[config.mk]
export PLATFORM = sky130hd
export DESIGN_NAME = adc_sequence_start_control
export DESIGN_NICKNAME = d
export VERILOG_FILES = /design/src/rtl/adc_seq_pkg.sv /design/src/rtl/adc_sequence_start_control.sv /design/src/rtl/result_formatter.sv
export SDC_FILE = /design/constraint.sdc
export NUM_CORES = 1
export LEC_CHECK = 0
export BUFFER_PORTS_ARGS = -buffer_cell sky130_fd_sc_hd__buf_2
export CAP_MARGIN = 15
export CORE_MARGIN = 3
export CORE_UTILIZATION = 55
export CTS_CLUSTER_SIZE = 16
export DETAILED_ROUTE_END_ITERATION = 6
export GPL_TIMING_DRIVEN = 0
export PLACE_DENSITY_LB_ADDON = 0.25
export SLEW_MARGIN = 20
export SYNTH_ARGS = -nofsm -noshare
export SYNTH_HDL_FRONTEND = slang
export SYNTH_HIERARCHICAL = 1
export SYNTH_SLANG_ARGS = --single-unit
[constraint.sdc]
create_clock -name clk -period 3 [get_ports clk]
set_input_delay 0.6 -clock clk [delete_from_list [all_inputs] [get_ports clk]]
set_output_delay 0.6 -clock clk [all_outputs]
set_load 0.02 [all_outputs]
[src/rtl/adc_seq_pkg.sv]
/*
  Constants shared by the conversion-sequence controller and its result
  formatter: APB offsets, field positions, reset values and widths.
  Assumes a 32-bit APB with one aligned word per register.
*/
package adc_seq_pkg;

  // apb map, byte addresses
  localparam logic [11:0] SEQ_CTRL_OFFSET   = 12'h000;
  localparam logic [11:0] SEQ_CONFIG_OFFSET = 12'h004;
  localparam logic [11:0] SEQ_STATUS_OFFSET = 12'h008;
  localparam logic [11:0] SEQ_RESULT_OFFSET = 12'h00c;

  // conversion_sequence_control fields
  localparam int JUSTIFY_BIT    = 7;
  localparam int SIGNED_BIT     = 6;
  localparam int CONTINUOUS_BIT = 5;
  localparam int MULTI_BIT      = 4;
  localparam int CHAN_MSB       = 3;
  localparam logic [7:0] SEQ_CTRL_RESET = 8'h00;

  // configuration fields
  localparam int TRIG_EN_BIT  = 0;
  localparam int RES_SEL_BIT  = 1;
  localparam int WRAP_LSB     = 4;
  localparam int WRAP_MSB     = 7;
  localparam int LEN_LSB      = 8;
  localparam int LEN_MSB      = 11;
  localparam logic [3:0] WRAP_RESET = 4'hf;
  localparam logic [3:0] LEN_RESET  = 4'h0;

  // status fields
  localparam int COMPLETE_BIT = 7;
  localparam int OVERRUN_BIT  = 5;
  localparam int BUSY_BIT     = 8;
  localparam int COUNT_MSB    = 3;

  // widths
  localparam int RAW_W    = 10;
  localparam int RESULT_W = 16;
  localparam int CHAN_W   = 4;

  // trigger synchroniser depth
  localparam int SYNC_STAGES = 2;

endpackage : adc_seq_pkg

[src/rtl/adc_sequence_start_control.sv]
/*
  Conversion-sequence controller of a 16-input, 10-bit converter sequencer,
  with its APB register slave, trigger input, converter handshake and result
  word output.
  Assumes a converter core that begins sampling on conv_start_q, returns one
  conv_done pulse with conv_raw valid per conversion, and stops on
  conv_abort_q. The trigger pin is asynchronous to clk.
*/
`timescale 1ns/100ps

// Behaviour
// - control register write aborts any sequence and, without hardware trigger, starts a new one
// - with hardware trigger, one control write arms; each trigger runs a sequence (a trigger during a sequence only sets overrun)
// - conversion start marks the first cycle of its sampling phase
// - bit 7: zero left-justifies results, one right-justifies them
// - bit 6: zero unsigned results, one two's complement signed results
// - right justification forces unsigned results, ignoring the signed bit
// - bit 5: zero runs one sequence, one repeats sequences continuously
// - hardware trigger ignores continuous bit; one sequence per trigger
// - bit 4 zero: every conversion samples the selected channel
// - bit 4 one: step across channels, count from sequence length
// - bits 3:0 channel code 0..15; first channel in multi mode
// - next channel is code plus one; after wrap channel go to zero
// - start above wrap channel: first wrap happens after input fifteen
// - 8-bit results sit in bits 15:8 left or 7:0 right
// - 10-bit results sit in bits 15:6 left or 9:0 right
// - control register is readable and writable at any time
// - resolution select zero gives 10-bit, one gives 8-bit results
// - control write clears sequence complete and trigger overrun flags
// - control write resets the conversion counter to zero
module adc_sequence_start_control
(
  // clock and reset
  input  wire logic        clk,
  input  wire logic        reset_n,
  // apb slave
  input  wire logic        psel,
  input  wire logic        penable,
  input  wire logic        pwrite,
  input  wire logic [11:0] paddr,
  input  wire logic [31:0] pwdata,
  output      logic [31:0] prdata_q,
  output      logic        pready_q,
  output      logic        pslverr_q,
  // external trigger pin
  input  wire logic        hw_trigger,
  // converter core handshake
  output      logic        conv_start_q,
  output      logic        conv_abort_q,
  output      logic [3:0]  conv_channel_q,
  output      logic        conv_res8_q,
  input  wire logic        conv_done,
  input  wire logic [9:0]  conv_raw,
  // placed result
  output      logic [15:0] result_q,
  output      logic        result_valid_q,
  output      logic [3:0]  result_index_q
);

  typedef enum logic [1:0] {
    ST_IDLE,
    ST_WAIT_TRIG,
    ST_CONVERT
  } state_t;

  state_t      state_q;
  state_t      state_d;

  // register state
  logic [7:0]  ctrl_q;
  logic        trig_en_q;
  logic        res8_q;
  logic [3:0]  wrap_q;
  logic [3:0]  len_q;
  logic        complete_q;
  logic        overrun_q;
  logic [3:0]  count_q;
  logic [3:0]  count_d;
  logic [3:0]  chan_d;
  logic        start_d;
  logic        complete_d;
  logic        overrun_d;

  // trigger synchroniser
  logic        trig_meta_q;
  logic        trig_sync_q;
  logic        trig_prev_q;
  logic        trig_edge;

  // apb decode
  logic        apb_access;
  logic        apb_write;
  logic        apb_read_phase;
  logic        hit_ctrl;
  logic        hit_config;
  logic        hit_status;
  logic        hit_result;
  logic        addr_ok;
  logic        ctrl_write;
  logic        config_write;
  logic        status_write;
  logic [31:0] read_word;

  // sequence decode
  logic        busy;
  logic        last_conv;
  logic [3:0]  next_chan;
  logic [15:0] formatted;
  logic        repeat_seq;

  // a write lands only on the edge where pready is seen high
  assign apb_access     = psel & penable & pready_q;
  assign apb_write      = apb_access & pwrite;
  assign apb_read_phase = psel & penable & ~pready_q;

  assign hit_ctrl   = paddr == adc_seq_pkg::SEQ_CTRL_OFFSET;
  assign hit_config = paddr == adc_seq_pkg::SEQ_CONFIG_OFFSET;
  assign hit_status = paddr == adc_seq_pkg::SEQ_STATUS_OFFSET;
  assign hit_result = paddr == adc_seq_pkg::SEQ_RESULT_OFFSET;
  assign addr_ok    = hit_ctrl | hit_config | hit_status | hit_result;

  // no busy gating: accepted in every state
  assign ctrl_write   = apb_write & hit_ctrl;
  assign config_write = apb_write & hit_config;
  assign status_write = apb_write & hit_status;

  assign busy = state_q == ST_CONVERT;

  assign read_word = hit_ctrl   ? {24'h000000, ctrl_q} :
                     hit_config ? {20'h00000, len_q, wrap_q, 2'b00, res8_q, trig_en_q} :
                     hit_status ? {23'h0, busy, complete_q, 1'b0, overrun_q, 1'b0, count_q} :
                     hit_result ? {16'h0000, result_q} :
                                  32'h00000000;

  // trigger pin: only the second stage is looked at
  assign trig_edge = trig_sync_q & ~trig_prev_q;

  // length code zero means sixteen conversions
  assign last_conv = count_q == (len_q - 4'h1);

  // plain 4-bit increment already wraps fifteen to zero
  assign next_chan = (conv_channel_q == wrap_q) ? 4'h0 : (conv_channel_q + 4'h1);

  // trigger mode never repeats on its own
  assign repeat_seq = ctrl_q[adc_seq_pkg::CONTINUOUS_BIT] & ~trig_en_q;

  result_formatter u_result_formatter
  (
    .raw           (conv_raw),
    .res8          (res8_q),
    .justify_right (ctrl_q[adc_seq_pkg::JUSTIFY_BIT]),
    .signed_sel    (ctrl_q[adc_seq_pkg::SIGNED_BIT]),
    .result        (formatted)
  );

  // sequencer next state
  always_comb
  begin
    state_d    = state_q;
    count_d    = count_q;
    chan_d     = conv_channel_q;
    start_d    = 1'b0;
    complete_d = complete_q;
    overrun_d  = overrun_q;
    if (status_write && pwdata[adc_seq_pkg::COMPLETE_BIT])
    begin
      complete_d = 1'b0;
    end
    if (status_write && pwdata[adc_seq_pkg::OVERRUN_BIT])
    begin
      overrun_d = 1'b0;
    end
    if (ctrl_write)
    begin
      complete_d = 1'b0;
      overrun_d  = 1'b0;
      count_d    = 4'h0;
      chan_d     = pwdata[adc_seq_pkg::CHAN_MSB:0];
      if (trig_en_q)
      begin
        state_d = ST_WAIT_TRIG;
      end
      else
      begin
        state_d = ST_CONVERT;
        start_d = 1'b1;
      end
    end
    else
    begin
      case (state_q)
        ST_IDLE:
        begin
          state_d = ST_IDLE;
        end
        ST_WAIT_TRIG:
        begin
          if (!trig_en_q)
          begin
            state_d = ST_IDLE;
          end
          else if (trig_edge)
          begin
            state_d = ST_CONVERT;
            start_d = 1'b1;
            count_d = 4'h0;
            chan_d  = ctrl_q[adc_seq_pkg::CHAN_MSB:0];
          end
        end
        ST_CONVERT:
        begin
          if (trig_edge && trig_en_q)
          begin
            overrun_d = 1'b1;
          end
          if (conv_done)
          begin
            if (ctrl_q[adc_seq_pkg::MULTI_BIT])
            begin
              chan_d = next_chan;
            end
            if (last_conv)
            begin
              complete_d = 1'b1;
              count_d    = 4'h0;
              if (ctrl_q[adc_seq_pkg::MULTI_BIT])
              begin
                chan_d = ctrl_q[adc_seq_pkg::CHAN_MSB:0];
              end
              if (trig_en_q)
              begin
                state_d = ST_WAIT_TRIG;
              end
              else if (repeat_seq)
              begin
                start_d = 1'b1;
              end
              else
              begin
                state_d = ST_IDLE;
              end
            end
            else
            begin
              count_d = count_q + 4'h1;
              start_d = 1'b1;
            end
          end
        end
        default:
        begin
          state_d = ST_IDLE;
        end
      endcase
    end
  end

  // trigger synchroniser and edge history
  always_ff @(posedge clk)
  begin
    if (!reset_n)
    begin
      trig_meta_q <= 1'b0;
      trig_sync_q <= 1'b0;
      trig_prev_q <= 1'b0;
    end
    else
    begin
      trig_meta_q <= hw_trigger;
      trig_sync_q <= trig_meta_q;
      trig_prev_q <= trig_sync_q;
    end
  end

  // software-visible settings
  always_ff @(posedge clk)
  begin
    if (!reset_n)
    begin
      ctrl_q    <= adc_seq_pkg::SEQ_CTRL_RESET;
      trig_en_q <= 1'b0;
      res8_q    <= 1'b0;
      wrap_q    <= adc_seq_pkg::WRAP_RESET;
      len_q     <= adc_seq_pkg::LEN_RESET;
    end
    else
    begin
      if (ctrl_write)
      begin
        ctrl_q <= pwdata[7:0];
      end
      if (config_write)
      begin
        trig_en_q <= pwdata[adc_seq_pkg::TRIG_EN_BIT];
        res8_q    <= pwdata[adc_seq_pkg::RES_SEL_BIT];
        wrap_q    <= pwdata[adc_seq_pkg::WRAP_MSB:adc_seq_pkg::WRAP_LSB];
        len_q     <= pwdata[adc_seq_pkg::LEN_MSB:adc_seq_pkg::LEN_LSB];
      end
    end
  end

  // sequencer state and converter handshake
  always_ff @(posedge clk)
  begin
    if (!reset_n)
    begin
      state_q        <= ST_IDLE;
      count_q        <= 4'h0;
      complete_q     <= 1'b0;
      overrun_q      <= 1'b0;
      conv_channel_q <= 4'h0;
      conv_start_q   <= 1'b0;
      conv_abort_q   <= 1'b0;
      conv_res8_q    <= 1'b0;
    end
    else
    begin
      state_q        <= state_d;
      count_q        <= count_d;
      complete_q     <= complete_d;
      overrun_q      <= overrun_d;
      conv_channel_q <= chan_d;
      conv_start_q   <= start_d;
      conv_abort_q   <= ctrl_write & busy;
      conv_res8_q    <= res8_q;
    end
  end

  // result capture; a done pulse in the cycle of a control write is dropped
  always_ff @(posedge clk)
  begin
    if (!reset_n)
    begin
      result_q       <= 16'h0000;
      result_valid_q <= 1'b0;
      result_index_q <= 4'h0;
    end
    else
    begin
      result_valid_q <= busy & conv_done & ~ctrl_write;
      if (busy && conv_done && !ctrl_write)
      begin
        result_q       <= formatted;
        result_index_q <= count_q;
      end
    end
  end

  // apb answer: one wait state, data held from the access phase
  always_ff @(posedge clk)
  begin
    if (!reset_n)
    begin
      pready_q  <= 1'b0;
      pslverr_q <= 1'b0;
      prdata_q  <= 32'h00000000;
    end
    else
    begin
      pready_q  <= apb_read_phase;
      pslverr_q <= apb_read_phase & ~addr_ok;
      if (apb_read_phase)
      begin
        prdata_q <= pwrite ? 32'h00000000 : read_word;
      end
    end
  end

endmodule : adc_sequence_start_control

[src/rtl/result_formatter.sv]
/*
  Combinational placement of a raw conversion code into a 16-bit result
  word: justification, signed form and 8/10-bit width.
  Assumes the converter delivers 10-bit codes in raw[9:0] and 8-bit codes
  in raw[7:0].
*/
`timescale 1ns/100ps

module result_formatter
(
  // raw code and format controls
  input  wire logic [adc_seq_pkg::RAW_W-1:0]    raw,
  input  wire logic                             res8,
  input  wire logic                             justify_right,
  input  wire logic                             signed_sel,
  // placed result
  output      logic [adc_seq_pkg::RESULT_W-1:0] result
);

  logic                                 use_signed;
  logic [7:0]                           code8;
  logic [adc_seq_pkg::RAW_W-1:0]        code10;
  logic [adc_seq_pkg::RESULT_W-1:0]     left8;
  logic [adc_seq_pkg::RESULT_W-1:0]     left10;
  logic [adc_seq_pkg::RESULT_W-1:0]     right8;
  logic [adc_seq_pkg::RESULT_W-1:0]     right10;

  // right justification is always unsigned
  assign use_signed = signed_sel & ~justify_right;

  // signed form flips the top code bit, mid-scale reads zero
  assign code8  = {raw[7] ^ use_signed, raw[6:0]};
  assign code10 = {raw[9] ^ use_signed, raw[8:0]};

  assign left8   = {code8, 8'h00};
  assign right8  = {8'h00, raw[7:0]};
  assign left10  = {code10, 6'h00};
  assign right10 = {6'h00, raw};

  assign result = res8 ? (justify_right ? right8 : left8)
                       : (justify_right ? right10 : left10);

endmodule : result_formatter
==> out/metrics.sh, run 1 <==
GLOBALROUTEOVERFLOWTOTAL=0
TIMING.CRITICAL_PATH.TO_TYPE='flip-flop'
GRT_START_MAX_NET_PINS=14
RSZ0062_AT_GRT='false'
AREA_ADDED_BETWEEN_SYNTHESIS_AND_FINISH_PCT=22.15
CLOCK_SINK_COUNT=75
SYNTH_SEQ_AREA_SHARE=0.3949
TOTALWIRELENGTH_MICRONS=10350
NUM_ANTENNA_CELLS=0
POST-ROUTE-MIN-PERIOD_NS=2.367
GRT.TOTAL_USAGE=0.2671
SYNTHDOMINANTAREACELLTYPE='sky130_fd_sc_hd__dfxtp_1'
TIMING.SLEW.HEADROOM=0.3961
R2R_SETUP_SLACK_NS=0.63
POWER.COMBINATIONAL.FRACTION=0.067
P_SWITCHING_uW=486.1
POST_DRT_VIA_CELL_RATIO=5.752
MAX_CLOCK_FREQ_GHz=0.4225
CTS_INSERTED_BUFFERS=9
YS_WARN_COUNT=6
SHARE_SEQ_OF_TOTAL_POWER=0.458
LARGEST_FANOUT_OF_ANY_NET_ON_THE_CRITICAL_PATH=10
PWR_DENSITY_CELL_nW_PER_UM2=469.0
MOSTFREQUENTLAYOUTCELLS='sky130_fd_sc_hd__buf_2 (93), sky130_fd_sc_hd__dfxtp_1 (75), sky130_fd_sc_hd__nor2_1 (54)'
SYN-MEAN-INSTANCE-AREA_SQ_UM=8.863
CRIT_START='state_q[0]$_SDFFE_PN0P_'
GLOBALPLACE.CONGESTION=0.9754
POST_DRT_WL_PER_CELL_MICRONS=16.63
CRIT_TYPE='reg -> reg'
TIMING_MAX_TRANSITION_VIOLATIONS_FINAL=0
OUTCOME='finished clean'
CRIT_REQUIRED_NS=3.25
SYNTH_AREA_LEADERS='sky130_fd_sc_hd__dfxtp_1 (39%), sky130_fd_sc_hd__mux2i_1 (11%), sky130_fd_sc_hd__nor2_1 (5.3%)'
FINAL_COMMON_CELL='sky130_fd_sc_hd__buf_2'
WORSTPATHARRIVAL_NS=2.61
LENGTH_OF_THE_FIRST_DETAILED_ROUTING_PASS_IN_ITERATIONS=7
YS_SEQ_ELEMENTS=75
SYNTHESIS.INSTANCES=429
SYNTH_FF_TYPE='sky130_fd_sc_hd__dfxtp_1'
INITIAL_CORE_UTIL=0.5822
SYN_AREA_SQ_UM=3802
VERT_DIE_DIM_MICRONS=89.15
FINAL-SETUP-VIOL-COUNT=0
INTERNAL_POWER_mW=1.692
PLACE.PORT_BUFFERS=85
TIGHTEST_SLEW_NS=0.8976
YOSYS.CELL_TYPES.COUNT=59
CLKPWRFRAC=0.475
CORE_AREA_SQ_UM=6531
CTS_HOLD_BUF=0
FINALHOLDVIOLATIONS=0
IO_PINS=123
FINAL_ANTENNA_NET_COUNT=0
VDD_IR_DROP_MAX_V=0.0004154
NETS=606
DIE-WIDTH_MICRONS=89.15
DP.FINAL_HPWL_MICRONS=7665
CTS_MAX_LEVEL=3
GRTUSAGEMET2=0.4226
REGTOREGSTARTPOINT='state_q[0]$_SDFFE_PN0P_'
TOTAL_LEAKAGE_POWER_nW=2.109
DIE_AREA_SQ_UM=7947
TRITONCTS='built'
CTS.REPAIR_TIMING.SETUP_BUFFER_COUNT=0
FINAL_WORST_PATH_PERIOD_SHARE=0.7889
VIAS=3578
DRC=0
CLOCK_INSERTION_DELAY_WORST_SKEW_NS=0.35
CTS_RESIZED=0
GRT_USE_MET3=0.05899
FINALPOWER_mW=2.178
GLOBAL_ROUTE.PEAK_USAGE_LAYER='met2'
USE_MET1=0.3596
WORST_CLOCK_SKEW_NS=0.006975
CP-START-KIND='flip-flop'
P_SW_FRAC=0.2232
TIMING.REG2REG.WORST_PATH_DEPTH=8
SYNTHARSTFLOPSHARE=0
DRIVE_GT1_FRAC=0.2569
INITIALDRTVIOLATIONCOUNT=328
SYNTH_ENABLE_FLOP_CELLS=0
FIRST_PASS_GRT_WIRE_LENGTH_MICRONS=16040
SETUP_TOTAL_NEGATIVE_SLACK_NS=0
CELL_AT_THE_ROOT_OF_THE_CLOCK_TREE='sky130_fd_sc_hd__clkbuf_8'
WORST_HOLD_PATH_TYPE='reg -> reg'
ANTENNA_VIOLATIONS_BEFORE_REPAIR=0
CTS.PATH.MAX_BUFFERS=2
ROWS=29
FIRST_GLOBAL_VIAS=3239
MAX_CAP_VIOLATIONS=0
WORST_SETUP_HOLD_PATH_CLK_SLEW_NS=0.08
NETLIST.AREA_LEADER.SHARE=0.3949
-- synth_stat cells, types with 4 or more instances --
cell                       number
sky130_fd_sc_hd__o311ai_0       4
sky130_fd_sc_hd__ha_1           5
sky130_fd_sc_hd__o21ai_0       12
sky130_fd_sc_hd__mux2_2         4
sky130_fd_sc_hd__nand3_1       11
sky130_fd_sc_hd__xor2_1         7
sky130_fd_sc_hd__a22oi_1        9
sky130_fd_sc_hd__nand2_1       37
sky130_fd_sc_hd__dfxtp_1       75
sky130_fd_sc_hd__buf_4         17
sky130_fd_sc_hd__nor2b_1        6
sky130_fd_sc_hd__nand2b_1      12
sky130_fd_sc_hd__mux2i_1       42
sky130_fd_sc_hd__a22o_1         8
sky130_fd_sc_hd__a21oi_1       19
sky130_fd_sc_hd__inv_1          9
sky130_fd_sc_hd__xnor2_1        6
sky130_fd_sc_hd__nor2_1        54
sky130_fd_sc_hd__and2_1        11
sky130_fd_sc_hd__buf_2          8
sky130_fd_sc_hd__clkbuf_1      17
sky130_fd_sc_hd__nor4_1         4
-- per-stage QoR --
| stage | hold slack, ns | util | instances | instance area [sq um] | setup slack, ns |
|---|---|---|---|---|---|
| after global routing | 0.4452 | 0.7111 | 622 | 4644 | 0.4555 |
| after detailed placement | 0.4268 | 0.6707 | 606 | 4380 | 0.5156 |
| final | 0.4399 | 0.7111 | 622 | 4644 | 0.6333 |
| after floorplan | 0.4119 | - | 444 | 3859 | 0.9802 |
| after CTS | 0.4412 | 0.7111 | 622 | 4644 | 0.6967 |
| after global placement | 0.4134 | 0.6707 | 606 | 4380 | 0.5396 |
-- logic make-up (layout without fill, tap and decap cells) --
| logic type | count (synthesis) | after routing | share of synthesized area |
|---|---|---|---|
| compound gates | 79 | 79 | 0.1454 |
| xor+xnor | 14 | 14 | 0.03620 |
| fa+ha+maj | 5 | 5 | 0.01645 |
| buf+inv | 53 | 154 | 0.07371 |
| flops | 75 | 75 | 0.3949 |
| mux | 48 | 48 | 0.1323 |
| other cells | 1 | 16 | 0.0009862 |
| simple gates | 154 | 154 | 0.2001 |
-- layer usage --
| layer | wire length, microns | vias up |
|---|---|---|
| met5 | 0 | - |
| met4 | 188 | 0 |
| met3 | 908 | 24 |
| met2 | 4660 | 190 |
| met1 | 4588 | 1660 |
| li1 | - | 1704 |
-- how the worst min path moves through the flow --
stage | from | endpoint | cells past startpoint
3_3_place_gp | trig_meta_q$_SDFF_PN0_ | trig_sync_q$_SDFF_PN0_ | 1
5_1_grt | hw_trigger | trig_meta_q$_SDFF_PN0_ | 2
3_5_place_dp | trig_meta_q$_SDFF_PN0_ | trig_sync_q$_SDFF_PN0_ | 1
4_1_cts | trig_meta_q$_SDFF_PN0_ | trig_sync_q$_SDFF_PN0_ | 1
2_1_floorplan | trig_meta_q$_SDFF_PN0_ | trig_sync_q$_SDFF_PN0_ | 1
6_report | trig_meta_q$_SDFF_PN0_ | trig_sync_q$_SDFF_PN0_ | 1
-- sequential cells by signal, indices dropped and copies added, names as in the netlist, named ones only --
| name | count |
|---|---|
| conv_start_q | 1 |
| conv_abort_q | 1 |
| count_q | 4 |
| conv_res8_q | 1 |
| state_q | 2 |
| complete_q | 1 |
| result_q | 16 |
| result_valid_q | 1 |
| overrun_q | 1 |
| trig_prev_q | 1 |
| trig_en_q | 1 |
| ctrl_q | 8 |
| pslverr_q | 1 |
| wrap_q | 4 |
| len_q | 4 |
| result_index_q | 4 |
| prdata_q | 16 |
| trig_sync_q | 1 |
| pready_q | 1 |
| trig_meta_q | 1 |
| res8_q | 1 |
-- power by group through the flow --
| stage | Clock [mW] | Sequential [mW] | Combinational, mW |
|---|---|---|---|
| 3_5_place_dp | 0 | 1.02 | 0.142 |
| 5_1_grt | 1.09 | 0.998 | 0.160 |
| 6_report | 1.03 | 0.998 | 0.146 |
| 2_1_floorplan | 0 | 1.02 | 0.0858 |
| 4_1_cts | 1.03 | 0.998 | 0.143 |
| 3_3_place_gp | 0 | 1.02 | 0.140 |
-- critical path, cell delays in order (launching register included) --
cell and delay, ns:
sky130_fd_sc_hd__dfxtp_1 0.33, sky130_fd_sc_hd__inv_1 0.08, sky130_fd_sc_hd__ha_1 0.15, sky130_fd_sc_hd__clkbuf_1 0.34, sky130_fd_sc_hd__nand2b_1 0.13, sky130_fd_sc_hd__a21oi_1 0.48, sky130_fd_sc_hd__o21a_1 0.29, sky130_fd_sc_hd__o21ai_0 0.12
sky130_fd_sc_hd__a221oi_1 0.35
-- final cells by class --
type / count / area, sq um
clock inverter: 6 / 136.4
tap: 77 / 96.34
buffer: 43 / 242.7
sequential: 75 / 1501
fill: 536 / 1887
inverter: 10 / 37.54
timing repair buffer: 85 / 425.4
clock buffer: 10 / 127.6
multi-input combinational: 316 / 2077
Note: power is estimated with default switching activity, not from simulation.
==> run 2: changes to the inputs <==
--- a/config.mk
+++ b/config.mk
@@ -5,10 +5,11 @@
 export SDC_FILE = /design/constraint.sdc
 export NUM_CORES = 1
 export LEC_CHECK = 0
+export ABC_AREA = 1
 export BUFFER_PORTS_ARGS = -buffer_cell sky130_fd_sc_hd__buf_2
 export CAP_MARGIN = 15
 export CORE_MARGIN = 3
-export CORE_UTILIZATION = 55
+export CORE_UTILIZATION = 51
 export CTS_CLUSTER_SIZE = 16
 export DETAILED_ROUTE_END_ITERATION = 6
 export GPL_TIMING_DRIVEN = 0
==> constraint.sdc (replaced) <==
create_clock -name clk -period 2.25 [get_ports clk]
set_input_delay 0.45 -clock clk [delete_from_list [all_inputs] [get_ports clk]]
set_output_delay 0.45 -clock clk [all_outputs]
set_load 0.02 [all_outputs]
==> run 2 against run 1 <==
- wire length up 0.32%
- critical path depth rose by 5
- critical path type unchanged
- maximum frequency increased by 24%
- count of clock-buffer cells in the layout fell by 1
- power is 26% higher
- synthesized cell count rose by 32%
==> out/metrics.sh, run 2 <==
OUTCOME='finished clean'  # unchanged
CTS_MAX_LEVEL=3  # unchanged
CTS_INSERTED_BUFFERS=9  # unchanged
FINALPOWER_mW=2.753  # was 2.178 mW
CRIT_REQUIRED_NS=2.49  # was 3.25 ns
WORSTPATHARRIVAL_NS=2.15  # was 2.61 ns
CRIT_SLOWEST_CELL='sky130_fd_sc_hd__dfxtp_1'  # was sky130_fd_sc_hd__a21oi_1
DIE-WIDTH_MICRONS=93.15  # was 89.15 microns
SYNTH_ENABLE_FLOP_CELLS=0  # unchanged
MAX_CLOCK_FREQ_GHz=0.5232  # was 0.4225 GHz
YOSYS.CELL_TYPES.COUNT=31  # was 59
MAX_CAP_VIOLATIONS=0  # unchanged
CRIT_TYPE='reg -> reg'  # unchanged
NETLIST.AREA_LEADER.SHARE=0.3876  # was 0.3949
POST_DRT_VIA_CELL_RATIO=5.120  # was 5.752
MOSTFREQUENTLAYOUTCELLS='sky130_fd_sc_hd__nand2_1 (151), sky130_fd_sc_hd__buf_2 (88), sky130_fd_sc_hd__dfxtp_1 (75)'  # was sky130_fd_sc_hd__buf_2 (93), sky130_fd_sc_hd__dfxtp_1 (75), sky130_fd_sc_hd__nor2_1 (54)
FINALHOLDVIOLATIONS=0  # unchanged
YS_WARN_COUNT=6  # unchanged
FINAL-SETUP-VIOL-COUNT=0  # unchanged
GLOBALPLACE.CONGESTION=0.9043  # was 0.9754
CPPEAKSTAGEDELAY_NS=0.37  # was 0.48 ns
RSZ0062_AT_GRT='false'  # unchanged
GLOBALROUTEOVERFLOWTOTAL=0  # unchanged
SYNTH_MUX_AREA_FRAC=0  # was 0.1323
DRC=0  # unchanged
ROWS=31  # was 29
CELL_AT_THE_ROOT_OF_THE_CLOCK_TREE='sky130_fd_sc_hd__clkbuf_8'  # unchanged
MAIN_COMBINATIONAL_CELL_FAMILY_BY_AREA_AFTER_SYNTHESIS='simple AND/OR/NAND/NOR gates'  # unchanged
CP_TOP_FAMILY='simple AND/OR/NAND/NOR gates'  # was compound AO/OA/AOI/OAI gates
CTS_RESIZED=0  # unchanged
PLACE.PORT_BUFFERS=86  # was 85
DIE_AREA_SQ_UM=8677  # was 7947 sq um
TIGHTEST_SLEW_NS=0.5884  # was 0.8976 ns
POST_DRT_WL_PER_CELL_MICRONS=13.24  # was 16.63 microns
WORST_SETUP_HOLD_PATH_CLK_SLEW_NS=0.08  # about the same
CLOCK_SINK_COUNT=75  # unchanged
SYNTH-SIMPLE-AREA-SHARE=0.3220  # was 0.2001
TIMING.CRITICAL_PATH.TO_TYPE='flip-flop'  # unchanged
YS_SEQ_ELEMENTS=75  # unchanged
GRT.TOTAL_USAGE=0.2446  # was 0.2671
PWR_DENSITY_CELL_nW_PER_UM2=582.7  # was 469.0 nW/um^2
CP-START-KIND='flip-flop'  # unchanged
PLACED_AREA_SQ_UM=4484  # was 4380 sq um
SYNTH_AREA_LEADERS='sky130_fd_sc_hd__dfxtp_1 (39%), sky130_fd_sc_hd__nand2_1 (15%), sky130_fd_sc_hd__nand3_1 (5.9%)'  # was sky130_fd_sc_hd__dfxtp_1 (39%), sky130_fd_sc_hd__mux2i_1 (11%), sky130_fd_sc_hd__nor2_1 (5.3%)
WORST_CLOCK_SKEW_NS=0.005393  # was 0.006975 ns
CTS.PATH.MAX_BUFFERS=2  # unchanged
DP.FINAL_HPWL_MICRONS=8129  # was 7665 microns
VDD_IR_DROP_MAX_V=0.0002661  # was 0.0004154 V
TIMING.SLEW.HEADROOM=0.6077  # was 0.3961
FINAL_COMMON_CELL='sky130_fd_sc_hd__nand2_1'  # was sky130_fd_sc_hd__buf_2
BIGGESTREGSBYFLOPS='prdata_q (16), result_q (16), ctrl_q (8)'  # unchanged
FINAL_ANTENNA_NET_COUNT=0  # unchanged
NUM_ANTENNA_CELLS=0  # unchanged
WORST_HOLD_PATH_TYPE='in -> reg'  # was reg -> reg
SYNTH_ADDER_AREA_SHARE=0.01615  # was 0.01645
DRIVE_GT1_FRAC=0.2277  # was 0.2569
POSTLAYOUTCELLAREA_SQ_UM=4725  # was 4644 sq um
FIRST_GLOBAL_VIAS=3687  # was 3239
SYNTHARSTFLOPSHARE=0  # unchanged
SYNTH_MOST_COMMON_CELL='sky130_fd_sc_hd__nand2_1'  # was sky130_fd_sc_hd__dfxtp_1
ANTENNA_VIOLATIONS_BEFORE_REPAIR=0  # unchanged
TOTAL_LEAKAGE_POWER_nW=2.295  # was 2.109 nW
SYNTHESIS.INSTANCES=568  # was 429
SYNTH_FF_TYPE='sky130_fd_sc_hd__dfxtp_1'  # unchanged
TOTALWIRELENGTH_MICRONS=10380  # was 10350 microns
POST-ROUTE-MIN-PERIOD_NS=1.911  # was 2.367 ns
FINAL_WORST_PATH_PERIOD_SHARE=0.8495  # was 0.7889
IO_PINS=123  # unchanged
VERT_DIE_DIM_MICRONS=93.15  # was 89.15 microns
CORE_AREA_SQ_UM=7292  # was 6531 sq um
LENGTH_OF_THE_FIRST_DETAILED_ROUTING_PASS_IN_ITERATIONS=4  # was 7
AREA_ADDED_BETWEEN_SYNTHESIS_AND_FINISH_PCT=21.96  # was 22.15%
TIMING.HOLD.WS_NS=0.2808  # was 0.4399 ns
CTS.REPAIR_TIMING.SETUP_BUFFER_COUNT=0  # unchanged
SETUP_TOTAL_NEGATIVE_SLACK_NS=0  # unchanged
INITIAL_CORE_UTIL=0.5312  # was 0.5822
SYNTH_XOR_AREA_FRAC=0.01357  # was 0.03620
FIRST_PASS_GRT_WIRE_LENGTH_MICRONS=16910  # was 16040 microns
CRIT_BUF_INV=4  # was 2
GRT_START_MAX_NET_PINS=14  # unchanged
VIAS=4014  # was 3578
INITIALDRTVIOLATIONCOUNT=221  # was 328
TRITONCTS='built'  # unchanged
SYN_AREA_SQ_UM=3874  # was 3802 sq um
NETLIST_TOP_CELLS_COUNT='sky130_fd_sc_hd__nand2_1 (151), sky130_fd_sc_hd__dfxtp_1 (75), sky130_fd_sc_hd__nor2_1 (59)'  # was sky130_fd_sc_hd__dfxtp_1 (75), sky130_fd_sc_hd__nor2_1 (54), sky130_fd_sc_hd__mux2i_1 (42)
SYNTH_SEQ_AREA_SHARE=0.3876  # was 0.3949
SYNTH-COMPOUND-AREA-SHARE=0.1370  # was 0.1454
CRIT_CHAIN='inv_1 > ha_1 > buf_2 > inv_1 > nand2_1 > nand2_1 > nand2_1 > inv_2 > nand2_1 > nand2_1 > nand2_1 > nor2_1 > a21oi_1'  # was inv_1 > ha_1 > clkbuf_1 > nand2b_1 > a21oi_1 > o21a_1 > o21ai_0 > a221oi_1
CTS_HOLD_BUF=0  # unchanged
CLOCK_INSERTION_DELAY_WORST_SKEW_NS=0.35  # about the same
SYN-MEAN-INSTANCE-AREA_SQ_UM=6.820  # was 8.863 sq um
TIMING_MAX_TRANSITION_VIOLATIONS_FINAL=0  # unchanged
CRITPATHMOSTFREQUENTCELL='sky130_fd_sc_hd__nand2_1'
NETS=746  # was 606
SYNTHDOMINANTAREACELLTYPE='sky130_fd_sc_hd__dfxtp_1'  # unchanged
UTILIZATION=0.6479  # was 0.7111
LARGEST_FANOUT_OF_ANY_NET_ON_THE_CRITICAL_PATH=8  # was 10
[run 2: changes by cell type in the layout (fill, tap and decap cells not counted), moves of 9 or more]
cell / before / now
sky130_fd_sc_hd__a21oi_1: 19 / 44
sky130_fd_sc_hd__a22oi_1: 9 / 0
sky130_fd_sc_hd__and2_1: 11 / 0
sky130_fd_sc_hd__clkbuf_1: 18 / 7
sky130_fd_sc_hd__inv_1: 9 / 53
sky130_fd_sc_hd__inv_2: 0 / 11
sky130_fd_sc_hd__mux2i_1: 42 / 0
sky130_fd_sc_hd__nand2_1: 37 / 151
sky130_fd_sc_hd__nand2b_1: 12 / 0
sky130_fd_sc_hd__nand3_1: 11 / 46
sky130_fd_sc_hd__o21ai_0: 12 / 32
sky130_fd_sc_hd__o21ai_1: 1 / 11
[run 2: metal layers]
metal | up-vias | share of wire | track usage
met5 | - | 0 | 0
met4 | 0 | 0.016 | 0.08547
met3 | 18 | 0.081 | 0.03298
met2 | 185 | 0.47 | 0.4121
met1 | 1790 | 0.44 | 0.3211
li1 | 2021 | - | -
[run 2: kinds of logic after synthesis]
logic type	Yosys count
compound gates	100
xor+xnor	6
fa+ha+maj	5
buf+inv	97
flops	75
other cells	1
simple gates	284
[run 2: area by class of cell]
class	count	area (sq um)
Fill cell	691	2567
Multi-Input combinational cell	411	1953
Sequential cell	75	1501
Timing Repair Buffer	86	430.4
Inverter	64	240.2
Buffer	33	235.2
Clock buffer	9	123.9
Tap cell	99	123.9
Clock inverter	7	116.4
[run 2: final timing paths]
| check | from | to | slack [ns] | depth (start not counted) |
|---|---|---|---|---|
| max | state_q[0]$_SDFFE_PN0P_ | flip-flop | 0.34 | 13 |
| min | hw_trigger | trig_meta_q$_SDFF_PN0_ | 0.28 | 3 |
| max reg2reg | state_q[0]$_SDFFE_PN0P_ | flip-flop | 0.34 | 13 |
| min reg2reg | trig_meta_q$_SDFF_PN0_ | trig_sync_q$_SDFF_PN0_ | 0.41 | 2 |
[run 2: stage by stage]
| step | instances | worst slack [ns] |
|---|---|---|
| 2_1_floorplan | 583 | 0.6482 |
| 3_3_place_gp | 768 | 0.4064 |
| 3_5_place_dp | 768 | 0.3576 |
| 4_1_cts | 784 | 0.3541 |
| 5_1_grt | 784 | 0.1461 |
| 6_report | 784 | 0.3387 |
[run 2: worst register-to-register path, delay by kind of cell (launching register included)]
family | cells | cell delay, ns
simple gates | 7 | 0.65
buf+inv | 4 | 0.53
flops | 1 | 0.37
fa+ha+maj | 1 | 0.18
compound gates | 1 | 0.07
[run 2: power by group]
part           switching, mW  internal (mW)
logic                  0.112         0.0671
registers            0.00134           1.33
clock network          0.509          0.734
==> run 3: changes to the inputs <==
--- a/config.mk
+++ b/config.mk
@@ -5,7 +5,7 @@
 export SDC_FILE = /design/constraint.sdc
 export NUM_CORES = 1
 export LEC_CHECK = 0
-export ABC_AREA = 1
+export ABC_AREA = 0
 export BUFFER_PORTS_ARGS = -buffer_cell sky130_fd_sc_hd__buf_2
 export CAP_MARGIN = 15
 export CORE_MARGIN = 3
==> constraint.sdc (replaced) <==
create_clock -name clk -period 1.9 [get_ports clk]
set_input_delay 0.38 -clock clk [delete_from_list [all_inputs] [get_ports clk]]
set_output_delay 0.38 -clock clk [all_outputs]
set_load 0.02 [all_outputs]
==> run 3 against run 2 <==
- global-route usage increased by 0.13 points
- wire length increased by 2.4%
- count of clock-buffer cells in the layout unchanged
- final area increased by 3.5%
- register-to-register slack got worse by 0.29 ns
- sequential power increased by 18%
- flip-flop and latch count unchanged
- combinational power increased by 31%
- die area decreased by 1.7%
- worst hold slack got worse by 0.045 ns
- setup slack got worse by 0.29 ns
- non-clock buffer count increased by 18
- largest cell class unchanged
==> out/metrics.sh, run 3 (synthesis gave the netlist of run 1 again) <==
GLOBALROUTEOVERFLOWTOTAL=0  # unchanged
DRC=0  # unchanged
TRITONCTS='built'  # unchanged
NETS=615  # was 746
SHARE_SEQ_OF_TOTAL_POWER=0.491  # was 0.483
ROWS=30  # was 31
LARGEST_FANOUT_OF_ANY_NET_ON_THE_CRITICAL_PATH=5  # was 8
P_SWITCHING_uW=794.4  # was 622.2 uW
TIMING.CRITICAL_PATH.TO_TYPE='flip-flop'  # unchanged
CRIT_BUF_INV=1  # was 4
CRIT_REQUIRED_NS=2.17  # was 2.49 ns
OUTCOME='finished clean'  # unchanged
PLACE.PORT_BUFFERS=85  # was 86
DIE-WIDTH_MICRONS=92.35  # was 93.15 microns
TIMING.SLEW.HEADROOM=0.5515  # was 0.6077
GRT.TOTAL_USAGE=0.2458  # was 0.2446
WORST_CLOCK_SKEW_NS=0.006757  # was 0.005393 ns
CORE_AREA_SQ_UM=7019  # was 7292 sq um
FINAL_WORST_PATH_PERIOD_SHARE=0.9768  # was 0.8495
VDD_IR_DROP_MAX_V=0.0005112  # was 0.0002661 V
CTS_HOLD_BUF=0  # unchanged
TIMING_MAX_TRANSITION_VIOLATIONS_FINAL=0  # unchanged
CRIT_SLOWEST_CELL='sky130_fd_sc_hd__dfxtp_1'  # unchanged
CP_TOP_FAMILY='flip-flops'  # was simple AND/OR/NAND/NOR gates
FINALPOWER_mW=3.202  # was 2.753 mW
TIGHTEST_SLEW_NS=0.6727  # was 0.5884 ns
DRIVE_GT1_FRAC=0.3195  # was 0.2277
DIE_AREA_SQ_UM=8528  # was 8677 sq um
CP-START-KIND='flip-flop'  # unchanged
CRIT_CHAIN='xor3_1 > nor3_4 > and2_0 > buf_4 > o32ai_1 > a221oi_1'  # was inv_1 > ha_1 > buf_2 > inv_1 > nand2_1 > nand2_1 > nand2_1 > inv_2 > nand2_1 > nand2_1 > nand2_1 > nor2_1 > a21oi_1
LENGTH_OF_THE_FIRST_DETAILED_ROUTING_PASS_IN_ITERATIONS=5  # was 4
P_SW_FRAC=0.2481  # was 0.2260
CLOCK_INSERTION_DELAY_WORST_SKEW_NS=0.36  # was 0.35 ns
BIGGESTREGSBYFLOPS='prdata_q (16), result_q (16), ctrl_q (8)'  # unchanged
FINAL_COMMON_CELL='sky130_fd_sc_hd__buf_2'  # was sky130_fd_sc_hd__nand2_1
POST_DRT_VIA_CELL_RATIO=5.449  # was 5.120
POWER.COMBINATIONAL.FRACTION=0.073  # was 0.065
DP.FINAL_HPWL_MICRONS=7764  # was 8129 microns
MOSTFREQUENTLAYOUTCELLS='sky130_fd_sc_hd__buf_2 (92), sky130_fd_sc_hd__dfxtp_1 (72), sky130_fd_sc_hd__nor2_1 (54)'  # was sky130_fd_sc_hd__nand2_1 (151), sky130_fd_sc_hd__buf_2 (88), sky130_fd_sc_hd__dfxtp_1 (75)
INTERNAL_POWER_mW=2.408  # was 2.131 mW
FINALHOLDVIOLATIONS=0  # unchanged
RSZ0062_AT_GRT='true'  # was false
POST-ROUTE-MIN-PERIOD_NS=1.856  # was 1.911 ns
WORST_SETUP_HOLD_PATH_CLK_SLEW_NS=0.08  # about the same
GRT_START_MAX_NET_PINS=15  # was 14
FIRST_GLOBAL_VIAS=3209  # was 3687
CPPEAKSTAGEDELAY_NS=0.45  # was 0.37 ns
FINAL-SETUP-VIOL-COUNT=0  # unchanged
ANTENNA_VIOLATIONS_BEFORE_REPAIR=0  # unchanged
INITIAL_CORE_UTIL=0.5417  # was 0.5312
INITIALDRTVIOLATIONCOUNT=228  # was 221
CRIT_TYPE='reg -> reg'  # unchanged
TOTAL_LEAKAGE_POWER_nW=2.187  # was 2.295 nW
CELL_AT_THE_ROOT_OF_THE_CLOCK_TREE='sky130_fd_sc_hd__clkbuf_8'  # unchanged
POST_DRT_WL_PER_CELL_MICRONS=16.36  # was 13.24 microns
AREA_ADDED_BETWEEN_SYNTHESIS_AND_FINISH_PCT=28.63  # was 21.96%
UTILIZATION=0.6968  # was 0.6479
CLOCK_SINK_COUNT=75  # unchanged
WORSTPATHARRIVAL_NS=2.12  # was 2.15 ns
NUM_ANTENNA_CELLS=0  # unchanged
VERT_DIE_DIM_MICRONS=92.35  # was 93.15 microns
MAX_CLOCK_FREQ_GHz=0.5388  # was 0.5232 GHz
CTS_MAX_LEVEL=3  # unchanged
IO_PINS=123  # unchanged
TOTALWIRELENGTH_MICRONS=10630  # was 10380 microns
FINAL_ANTENNA_NET_COUNT=0  # unchanged
CTS.PATH.MAX_BUFFERS=2  # unchanged
MAX_CAP_VIOLATIONS=0  # unchanged
FIRST_PASS_GRT_WIRE_LENGTH_MICRONS=16400  # was 16910 microns
GLOBALPLACE.CONGESTION=0.9535  # was 0.9043
CLKPWRFRAC=0.436  # was 0.452
CTS_INSERTED_BUFFERS=9  # unchanged
PWR_DENSITY_CELL_nW_PER_UM2=654.7  # was 582.7 nW/um^2
WORST_HOLD_PATH_TYPE='in -> reg'  # unchanged
VIAS=3542  # was 4014
-- run 3: changes by cell type in the layout (fill, tap and decap cells not counted), moves of 8 or more --
cell	before	now
sky130_fd_sc_hd__o21ai_0	32	12
sky130_fd_sc_hd__inv_1	53	7
sky130_fd_sc_hd__buf_4	19	28
sky130_fd_sc_hd__nand2b_1	0	12
sky130_fd_sc_hd__a22oi_1	0	9
sky130_fd_sc_hd__o21ai_1	11	1
sky130_fd_sc_hd__mux2i_1	0	42
sky130_fd_sc_hd__nand2_1	151	37
sky130_fd_sc_hd__inv_2	11	2
sky130_fd_sc_hd__a21oi_1	44	18
sky130_fd_sc_hd__a22o_1	0	8
sky130_fd_sc_hd__nand3_1	46	9
sky130_fd_sc_hd__and2_1	0	11
-- run 3: worst paths after layout --
check                               start                     end  slack, ns  cells after the start
setup / recovery  count_q[2]$_SDFFE_PP0P_               flip-flop       0.04                      6
hold / removal                 hw_trigger  trig_meta_q$_SDFF_PN0_       0.24                      2
setup reg to reg  count_q[2]$_SDFFE_PP0P_               flip-flop       0.04                      6
hold reg to reg    trig_meta_q$_SDFF_PN0_  trig_sync_q$_SDFF_PN0_       0.47                      1
-- run 3: stage by stage --
stage | setup WS, ns | std cells | TNS [ns] | instance area (sq um) | hold slack (ns)
after floorplan | 0.02977 | 444 | 0 | 3859 | 0.4119
after global placement | -0.3631 | 625 | -12.13 | 4404 | 0.4138
after detailed placement | -0.3722 | 625 | -13.57 | 4404 | 0.4210
after CTS | -0.1121 | 647 | -0.3650 | 4746 | 0.2195
after global routing | -0.09249 | 650 | -0.2159 | 4891 | 0.2272
final | 0.04403 | 650 | 0 | 4891 | 0.2358
-- run 3: power groups by stage --
stage	combinational, mW	clock (mW)	sequential (mW)
after floorplan	0.136	0	1.62
after global placement	0.221	0	1.61
after detailed placement	0.223	0	1.61
after CTS	0.226	1.41	1.57
after global routing	0.254	1.48	1.57
final	0.234	1.39	1.57
-- run 3: layer usage --
layer  vias to the layer above  track usage  share of wire
li1                       1712            -              -
met1                      1656       0.3342           0.45
met2                       152       0.3789           0.45
met3                        22      0.04874          0.071
met4                         0       0.1077          0.025
met5                         -            0              0
-- run 3: what timing repair did --
item | CTS | global route
pin swaps | 12 | 6
endpoints found under the setup margin | 24 | 24
setup buffers | 7 | 3
resized for setup | 19 | 23
-- run 3: cell type report --
type | count | area [sq um]
fillers | 584 | 2128
plain buffers | 42 | 246.5
repair buffers | 95 | 500.5
flip-flops and latches | 75 | 1510
multi-input cells | 316 | 2251
inverters | 10 | 37.54
clock inverters | 7 | 101.3
clock buffers | 9 | 123.9
well taps | 96 | 120.1
